--- src/otp_pkg.sv ---
// Package of constants and types for the ODT power-down transition link
package otp_pkg;

  // ==========================================================
  // Timing
  localparam int unsigned CLK_PERIOD_PS = 25000;
  localparam int unsigned ASYNC_MIN_PS = 2000;
  localparam int unsigned ASYNC_MAX_PS = 8500;
  localparam logic [4:0] ASYNC_MIN_CYC = 5'(((ASYNC_MIN_PS + CLK_PERIOD_PS - 1) / CLK_PERIOD_PS));
  localparam logic [4:0] ASYNC_MAX_CYC_RAW = 5'((ASYNC_MAX_PS / CLK_PERIOD_PS));
  localparam logic [4:0] ASYNC_MAX_CYC = (ASYNC_MAX_CYC_RAW == 5'h00) ? 5'h01 : ASYNC_MAX_CYC_RAW;
  localparam logic [4:0] AON_MIN_CYC = 5'h00;
  localparam logic [4:0] AON_MAX_CYC = 5'h01;
  localparam logic [4:0] ODTL_SUB = 5'h02;
  localparam logic [4:0] ANPD_SUB = 5'h01;
  localparam logic [4:0] XPDLL_CYC = 5'h0a;
  localparam logic [7:0] RFC_CYC = 8'h40;

  // ==========================================================
  // Reset values
  localparam logic [3:0] CWL_RST = 4'h9;
  localparam logic [3:0] AL_RST = 4'h0;

  // ==========================================================
  // Field widths
  localparam int unsigned LAT_W = 5;
  localparam int unsigned CNT_W = 8;

  typedef enum logic [1:0] {
    OTP_SYNC,
    OTP_TRANS,
    OTP_ASYNC
  } otp_mode_t;

endpackage : otp_pkg

--- src/otp_if.sv ---
// Interface carrying CKE, ODT and refresh strobes between controller and memory
`timescale 1ns/100ps
interface otp_if;
  logic cke;
  logic odt;
  logic refresh;
  logic dll_off_pd;
  logic [3:0] cwl;
  logic [3:0] al;

  modport ctrl (output cke, output odt, output refresh, output dll_off_pd, output cwl,
    output al);
  modport mem (input cke, input odt, input refresh, input dll_off_pd, input cwl, input al);
endinterface : otp_if

--- src/otp_mem_end.sv ---
// Memory end: tracks ODT transition windows and drives the termination state
`timescale 1ns/100ps
module otp_mem_end
  import otp_pkg::*;
(
  input wire logic clk,
  input wire logic nrst,
  input wire logic clk_en,
  otp_if.mem link,
  output logic rtt_on,
  output logic in_window,
  output logic async_mode,
  output logic [LAT_W-1:0] odtl_cyc,
  output logic [LAT_W-1:0] anpd_cyc
);

  typedef struct packed {
    logic cke_prev;
    logic odt_prev;
    logic rtt;
    logic pend;
    logic pend_val;
    logic [LAT_W-1:0] dly;
    logic [CNT_W-1:0] win_cnt;
    logic [CNT_W-1:0] ref_cnt;
    otp_mode_t mode;
  } otp_mem_st_t;

  otp_mem_st_t s_q;
  otp_mem_st_t s_d;
  logic [LAT_W-1:0] wl;

  // ==========================================================
  // Derived latencies
  assign wl = LAT_W'(link.cwl) + LAT_W'(link.al);
  assign odtl_cyc = wl - ODTL_SUB;
  assign anpd_cyc = wl - ANPD_SUB;

  // ==========================================================
  // Next state
  always_comb begin
    logic cke_fall;
    logic cke_rise;
    logic odt_chg;
    logic [LAT_W-1:0] sync_dly;
    logic [LAT_W-1:0] sync_max;
    cke_fall = 1'b0;
    cke_rise = 1'b0;
    odt_chg = 1'b0;
    sync_dly = '0;
    sync_max = '0;
    s_d = s_q;
    cke_fall = s_q.cke_prev && !link.cke;
    cke_rise = !s_q.cke_prev && link.cke;
    odt_chg = link.odt != s_q.odt_prev;
    s_d.cke_prev = link.cke;
    s_d.odt_prev = link.odt;
    if (link.refresh) begin
      s_d.ref_cnt = RFC_CYC;
    end else if (s_q.ref_cnt != '0) begin
      s_d.ref_cnt = s_q.ref_cnt - 8'h01;
    end
    if (s_q.win_cnt != '0) begin
      s_d.win_cnt = s_q.win_cnt - 8'h01;
    end
    case (s_q.mode)
      OTP_SYNC: begin
        // Entry window opens on the CKE fall itself; held until refresh done
        if (cke_fall && link.dll_off_pd) begin
          s_d.mode = OTP_TRANS;
          s_d.win_cnt = s_q.ref_cnt;
        end
      end
      OTP_TRANS: begin
        if (cke_rise) begin
          s_d.win_cnt = CNT_W'(XPDLL_CYC);
        end else if (s_q.win_cnt == '0 || (s_q.win_cnt == 8'h01 && !link.cke)) begin
          s_d.mode = link.cke ? OTP_SYNC : OTP_ASYNC;
        end
      end
      OTP_ASYNC: begin
        if (cke_rise) begin
          s_d.mode = OTP_TRANS;
          s_d.win_cnt = CNT_W'(XPDLL_CYC);
        end
      end
      default: begin
        s_d.mode = OTP_SYNC;
      end
    endcase
    // Response delay for an ODT edge
    sync_dly = odtl_cyc + (link.odt ? AON_MIN_CYC : AON_MIN_CYC);
    sync_max = odtl_cyc + AON_MAX_CYC;
    if (odt_chg) begin
      s_d.pend = 1'b1;
      s_d.pend_val = link.odt;
      case (s_q.mode)
        OTP_ASYNC: s_d.dly = ASYNC_MIN_CYC;
        OTP_TRANS: begin
          // Take latest legal point inside the min and max envelope
          s_d.dly = (ASYNC_MAX_CYC > sync_max) ? ASYNC_MAX_CYC : sync_max;
        end
        default: s_d.dly = (sync_dly < 5'h01) ? 5'h01 : sync_dly;
      endcase
    end else if (s_q.pend) begin
      if (s_q.dly <= 5'h01) begin
        s_d.pend = 1'b0;
        s_d.rtt = s_q.pend_val;
      end else begin
        s_d.dly = s_q.dly - 5'h01;
      end
    end
    if (!nrst) begin
      s_d = '0;
      s_d.mode = OTP_SYNC;
      s_d.cke_prev = 1'b1;
    end
  end

  always_ff @(posedge clk) begin
    if (clk_en || !nrst) begin
      s_q <= s_d;
    end
  end

  assign rtt_on = s_q.rtt;
  assign in_window = s_q.mode == OTP_TRANS;
  assign async_mode = s_q.mode == OTP_ASYNC;

endmodule : otp_mem_end

--- src/flat_wrapper.sv ---
// flat-port wrapper written by rule: the top's interface ports become plain ports
module otp_mem_end_flat import otp_pkg::*;
  (clk, nrst, clk_en, rtt_on, in_window, async_mode, odtl_cyc, anpd_cyc, link_cke, link_odt, link_refresh, link_dll_off_pd, link_cwl, link_al);
  otp_if link_i ();
  input wire logic clk;
  input wire logic nrst;
  input wire logic clk_en;
  output logic rtt_on;
  output logic in_window;
  output logic async_mode;
  output logic [LAT_W-1:0] odtl_cyc;
  output logic [LAT_W-1:0] anpd_cyc;
  input wire logic [$bits(link_i.cke)-1:0] link_cke;
  input wire logic [$bits(link_i.odt)-1:0] link_odt;
  input wire logic [$bits(link_i.refresh)-1:0] link_refresh;
  input wire logic [$bits(link_i.dll_off_pd)-1:0] link_dll_off_pd;
  input wire logic [$bits(link_i.cwl)-1:0] link_cwl;
  input wire logic [$bits(link_i.al)-1:0] link_al;
  assign link_i.cke = link_cke;
  assign link_i.odt = link_odt;
  assign link_i.refresh = link_refresh;
  assign link_i.dll_off_pd = link_dll_off_pd;
  assign link_i.cwl = link_cwl;
  assign link_i.al = link_al;
  otp_mem_end u_core (.clk(clk), .nrst(nrst), .clk_en(clk_en), .link(link_i), .rtt_on(rtt_on), .in_window(in_window), .async_mode(async_mode), .odtl_cyc(odtl_cyc), .anpd_cyc(anpd_cyc));
endmodule
--- config.mk ---
export PLATFORM = sky130hd
export DESIGN_NAME = otp_mem_end_flat
export DESIGN_NICKNAME = d
export VERILOG_FILES = /design/src/otp_pkg.sv /design/src/otp_if.sv /design/src/otp_mem_end.sv /design/src/flat_wrapper.sv
export SDC_FILE = /design/constraint.sdc
export NUM_CORES = 1
export LEC_CHECK = 0
export BUFFER_PORTS_ARGS = -buffer_cell sky130_fd_sc_hd__buf_2
export CAP_MARGIN = 20
export CORE_MARGIN = 1.5
export CORE_UTILIZATION = 35
export CTS_BUF_LIST = sky130_fd_sc_hd__clkbuf_4 sky130_fd_sc_hd__clkbuf_8
export CTS_CLUSTER_SIZE = 10
export DETAILED_ROUTE_END_ITERATION = 12
export PLACE_DENSITY = 0.56
export SLEW_MARGIN = 40
export SYNTH_ARGS = -nofsm -noshare
export SYNTH_HDL_FRONTEND = slang
export SYNTH_SLANG_ARGS = --single-unit
--- constraint.sdc ---
create_clock -name clk -period 3.7 [get_ports clk]
set_input_delay 0.185 -clock clk [delete_from_list [all_inputs] [get_ports clk]]
set_output_delay 0.185 -clock clk [all_outputs]
set_load 0.1 [all_outputs]
==> results of run 1 <==
-- layout make-up --
class | count | area, sq um | area share
inverters | 20 | 75.1 | 0.0268
repair buffers | 28 | 143 | 0.0509
clock inverters | 1 | 30.0 | 0.0107
well taps | 96 | 120 | 0.0429
multi-input cells | 218 | 1550 | 0.554
flip-flops and latches | 28 | 841 | 0.300
clock buffers | 3 | 41.3 | 0.0147
-- stage by stage --
step | setup slack (ns) | power [W] | utilization | instances
CTS | 1.00 | 0.00148 | 0.412 | 394
floorplan | 0.0446 | 0.00110 | - | 276
global placement | 0.757 | 0.00123 | 0.401 | 390
finish | 1.00 | 0.00147 | 0.412 | 394
detailed placement | 0.726 | 0.00123 | 0.401 | 390
global route | 0.779 | 0.00157 | 0.412 | 394
-- per-layer routing --
layer  vias up  wire length [microns]  track usage
met5         -                      0            0
met1       967                   2770        0.219
met2        25                   2540        0.257
met4         0                      0       0.0293
li1       1033                      -            -
met3         0                    137       0.0199
-- synth_stat cells, drive strengths merged, types with 5 or more instances --
library cell,number,area [sq um]
and2,7,43.8
xor2,6,60.1
ha,22,275
nor2b,6,45.0
clkbuf,8,30.0
o21ai,17,85.1
nor3,12,60.1
nand2,21,78.8
a21oi,14,73.8
xnor2,17,149
edfxtp,28,841
nor2,29,111
inv,20,75.1
a211oi,5,37.5
-- power by group --
part	internal [W]	total (W)	switching (W)
clock	0.000145	0.000244	0.0000990
sequential	0.000419	0.000471	0.0000515
combinational	0.000243	0.000758	0.000516
total	0.000807	0.00147	0.000666
-- sequential cells by signal, indices dropped and copies added (netlist names) --
register,flops
u_core.s_q,27
u_core.rtt_on,1
-- cells by family (layout without fill, tap and decap cells) --
family	Yosys count	in the layout	share of synthesized area
simple gates	102	102	0.210
flops	28	28	0.341
mux	1	1	0.00456
compound gates	69	69	0.191
xor+xnor	23	23	0.0846
fa+ha+maj	23	23	0.120
buf+inv	30	52	0.0492
-- final timing paths --
| check | slack (ns) | cells after the start | from | endpoint |
|---|---|---|---|---|
| max | 1.00 | 9 | link_al[0] | anpd_cyc[3] |
| min | 0.20 | 2 | link_refresh | u_core.s_q[8]$_SDFFCE_PN0P_ |
| max reg2reg | 1.55 | 5 | u_core.s_q[12]$_SDFFCE_PN0P_ | u_core.s_q[17]$_SDFFCE_PN0P_ |
| min reg2reg | 0.57 | 2 | u_core.s_q[23]$_SDFFCE_PN0P_ | u_core.rtt_on$_SDFFCE_PN0P_ |
-- critical path, cell delays in order --
cell and delay, ns:
buf_2 0.08, ha_1 0.18, inv_1 0.07, fa_2 0.39
xor2_2 0.37, ha_1 0.49, nand2_1 0.16, xnor2_2 0.15
buf_2 0.44
==> flow_summary.toml, run 1 <==
[sta]
slew_headroom = 0.478
min_period_ns = 2.70
drv_slew = 0
fin_crit_sh = 0.728
finalSetupViolations = 0
fmax_mhz = 371
worst_pin_slew_ns = 0.783
clock-skew-final_ns = 0.0125
rsz0062_at_grt = "false"
finalHoldViolCount = 0
whs_ns = 0.196
setup_tns_ns = 0

[clock_tree]
cts_setup_buffers = 0
clock_path_buffers = 2
htree_num_levels = 1
cts_hold_buffers = 0
numCtsBuffers = 3
cts_resized = 0
clkLatencyLatePin_ns = 0.28
cts_root_buf = "clkbuf_8"
clk_pin_slew_ns = 0.11
tritoncts = "built"
cts.sinks = 28

[global_routing]
overflow = 0
antenna_found_initial = 0
grt_max_degree = 26
grt_first_pass_wirelength_microns = 9520
grt_pass1_vias = 2027
grt_use_total = 0.155

[setup_path]
worst_setup_path_start_kind = "input pin"
worstPathArrival_ns = 2.51
path_max_fanout = 12
crit_type = "in2out"
cp.required_ns = 3.51
setup.worst_path.end_class = "output port"

[detailed_routing]
dr.pass1.iters = 4
dr_total_vias = 2025
drc = 0
postRouteAntennaNets = 0
wire_per_inst_microns = 13.8
drt_iter0_drc = 93
routed_wl_microns = 5450
vias_per_cell = 5.14

[outcome]
outcome = "finished, final reports clean"

[logic_synthesis]
synth_warnings = 0
netlist_area_sq_um = 2470
async_flop_share = 0
synth_edf_count = 28
synth-seq-cells = 28
syn_area_per_cell_sq_um = 8.94
synthFlopType = "edfxtp_1"
ys_seq_area_frac = 0.341
syn_nets = 314
synth_cell_type_count = 54
netlist_instances = 276

[placement]
place.gp.congestion = 0.844
dp_hpwl_microns = 4180
placed_area_sq_um = 2730
portBuffers = 27

[cells_and_area]
drive_gt1_frac = 0.158
synthToLayoutAreaGrowth_pct = 13.5
fin_area_sq_um = 2800
most-common-layout-cells = "nor2_1 (28), edfxtp_1 (28), buf_2 (27), ha_1 (22), nand2_1 (21)"
diodes = 0
fill_cells = 702
final_nets = 337

[floorplan]
ios = 28
die_x_microns = 87.0
core.rowCount = 30
core_area_sq_um = 6790
die_h_microns = 87.0
start_util = 0.363
die_area_sq_um = 7570

[worst_hold_path]
hold_class = "in2reg"

[power]
p_per_area_nw_per_um2 = 526
p_leak_nw = 1.14
irDropWorstVdd_v = 0.000309

[job]
cap_viol_max_count = 0
No activity file was read; power rests on OpenSTA's default activity.
==> inputs of run 2 (changes only) <==
--- a/config.mk
+++ b/config.mk
@@ -5,6 +5,7 @@
 export SDC_FILE = /design/constraint.sdc
 export NUM_CORES = 1
 export LEC_CHECK = 0
+export ABC_AREA = 1
 export BUFFER_PORTS_ARGS = -buffer_cell sky130_fd_sc_hd__buf_2
 export CAP_MARGIN = 20
 export CORE_MARGIN = 1.5
@@ -12,7 +13,7 @@
 export CTS_BUF_LIST = sky130_fd_sc_hd__clkbuf_4 sky130_fd_sc_hd__clkbuf_8
 export CTS_CLUSTER_SIZE = 10
 export DETAILED_ROUTE_END_ITERATION = 12
-export PLACE_DENSITY = 0.56
+export PLACE_DENSITY = 0.57
 export SLEW_MARGIN = 40
 export SYNTH_ARGS = -nofsm -noshare
 export SYNTH_HDL_FRONTEND = slang
==> constraint.sdc (replaced) <==
create_clock -name clk -period 2.5 [get_ports clk]
set_input_delay 0.125 -clock clk [delete_from_list [all_inputs] [get_ports clk]]
set_output_delay 0.125 -clock clk [all_outputs]
set_load 0.1 [all_outputs]
==> run 2 against run 1 <==
  * Sequential share of layout area increased by 0.27 points
  * Global-route usage fell by 0.50 points
  * Worst setup slack lost 0.66 ns
  * Clock power is 2% higher
  * Non-clock buffer count is 4 higher
  * Flip-flop and latch count unchanged
  * Utilization grew 2.2 points
  * Via count down 2.0%
  * Final area down 0.89%
==> flow_summary.toml, run 2 <==
[outcome]
outcome = "finished, final reports clean"

[sta]
rsz0062_at_grt = "false"
fin_crit_sh = 0.862
fmax_mhz = 464
finalSetupViolations = 0
drv_slew = 0
finalHoldViolCount = 0
setup_tns_ns = 0
worst_pin_slew_ns = 0.629
min_period_ns = 2.15
clock-skew-final_ns = 0.00321
slew_headroom = 0.579
timing.final.ws_setup_ns = 0.346

[clock_tree]
clkLatencyLatePin_ns = 0.27
cts_resized = 0
cts_setup_buffers = 0
cts_root_buf = "clkbuf_8"
clock_path_buffers = 2
tritoncts = "built"
cts_hold_buffers = 0
clk_pin_slew_ns = 0.09
htree_num_levels = 1
cts.sinks = 28
numCtsBuffers = 3

[global_routing]
grt_max_degree = 15
grtUsageMet2 = 0.254
grt_first_pass_wirelength_microns = 8840
antenna_found_initial = 0
grt_use_total = 0.150
grt_pass1_vias = 1932
grtUsageMet1 = 0.201
use_met3 = 0.0226
busiest_layer = "met2"
overflow = 0

[cells_and_area]
synthToLayoutAreaGrowth_pct = 19.9
layout.cells.non_filler = 401
largest_register = "u_core.s_q"
drive_gt1_frac = 0.216
diodes = 0
fin_area_sq_um = 2780
largest_reg_flops = 27
fill_cells = 643
layout_commonest_cell = "nand2_1"
multi_input_comb_area_sq_um = 1400
most-common-layout-cells = "nand2_1 (62), inv_1 (42), edfxtp_1 (28), nor2_1 (24), buf_2 (24)"
seq_area_sq_um = 841
final_nets = 364

[setup_path]
crit_chain = "buf_2 > ha_4 > inv_2 > fa_2 > ha_1 > nand4_1 > xor2_4 > buf_12"
worstPathArrival_ns = 2.03
max_stage_delay_ns = 0.64
crit_type = "in2out"
cp-startpoint = "link_al[0]"
cp.required_ns = 2.38
setup.worst_path.end_class = "output port"
path_buf_inv = 3
cp_top_family = "adder cells"
r2r_start = "u_core.s_q[0]$_SDFFCE_PN0P_"
crit_path_top_delay_cell = "fa_2"
worst_setup_path_start_kind = "input pin"
path_max_fanout = 7

[floorplan]
core.rowCount = 29
die_area_sq_um = 7110
die_x_microns = 84.3
ios = 28
core_area_sq_um = 6390
die_h_microns = 84.3
start_util = 0.363

[logic_synthesis]
async_flop_share = 0
synth_warnings = 0
netlist_instances = 291
syn_area_per_cell_sq_um = 7.96
synth_top_area_frac = 0.363
synthFlopType = "edfxtp_1"
ys_seq_area_frac = 0.363
yosysTopAreaCell = "edfxtp_1"
yosysMostFrequentCell = "nand2_1"
synth-seq-cells = 28
yosys-top-cells-area = "edfxtp_1 (36%), ha_1 (12%), nand2_1 (10%), inv_1 (7.5%), a21oi_1 (5.0%)"
synth_cell_type_count = 30
syn_nets = 329
synth_edf_count = 28
netlist_area_sq_um = 2320
synth_commonest_cells = "nand2_1 (63), inv_1 (46), edfxtp_1 (28)"

[power]
p_per_area_nw_per_um2 = 722
irDropWorstVdd_v = 0.000555
p_leak_nw = 1.28

[worst_hold_path]
hp-start = "link_odt"
hold_class = "in2reg"

[detailed_routing]
dr_total_vias = 1985
dr.pass1.iters = 4
wire_per_inst_microns = 12.3
drt_iter0_drc = 83
postRouteAntennaNets = 0
routed_wl_microns = 4950
drc = 0
vias_per_cell = 4.95

[placement]
place_inst = 398
portBuffers = 27
dp_hpwl_microns = 3970
dp_slack_ns = 0.126
placed_area_sq_um = 2740
place.gp.congestion = 0.864

[job]
cap_viol_max_count = 0
[run 2: final cells by class]
| class | instances | share of cell area |
|---|---|---|
| multi-input combinational | 214 | 0.503 |
| sequential | 28 | 0.303 |
| timing repair buffer | 32 | 0.0784 |
| inverter | 47 | 0.0658 |
| tap | 77 | 0.0347 |
| clock buffer | 3 | 0.0149 |
[run 2: cells by family after synthesis]
| family | after synthesis | synth area share |
|---|---|---|
| DFF | 28 | 0.363 |
| adders and majority gates | 23 | 0.127 |
| buffers and inverters | 49 | 0.0794 |
| and+or+nand+nor | 135 | 0.278 |
| xor gates and xnor gates | 11 | 0.0416 |
| AOI/OAI and AO/OA | 45 | 0.111 |
[run 2: per-stage QoR]
step	util	hold slack (ns)	total power, W
floorplan	-	0.309	0.00155
global placement	0.428	0.436	0.00176
detailed placement	0.428	0.446	0.00177
CTS	0.435	0.158	0.00202
global route	0.435	0.165	0.00216
finish	0.435	0.160	0.00201
[run 2: where the power goes]
| part | switching, W | internal, W | leakage (nW) |
|---|---|---|---|
| registers | 0.0000601 | 0.000614 | 0.300 |
| logic | 0.000741 | 0.000342 | 0.959 |
| clock network | 0.000140 | 0.000108 | 0.0216 |
[run 2: worst reg2reg max path, cell delays in order, from the launching register on]
cell      delay [ns]
edfxtp_1        0.44
inv_1           0.09
ha_1            0.31
inv_1           0.14
o21ai_0         0.27
inv_1           0.07
nor2_1          0.27
nand3b_1        0.14
a21oi_1         0.13
[run 2: path summary, 6_finish.rpt]
| path | slack (ns) | cells past startpoint | end |
|---|---|---|---|
| max | 0.35 | 8 | anpd_cyc[4] |
| min | 0.16 | 3 | u_core.s_q[23]$_SDFFCE_PN0P_ |
| max reg2reg | 0.51 | 8 | u_core.s_q[14]$_SDFFCE_PN0P_ |
| min reg2reg | 0.60 | 2 | u_core.rtt_on$_SDFFCE_PN0P_ |
[run 2: metal layers]
metal	share of wire	vias to the layer above
li1	-	1030
met1	0.47	917
met2	0.48	34
met3	0.038	4
met4	0.011	0
met5	0	-
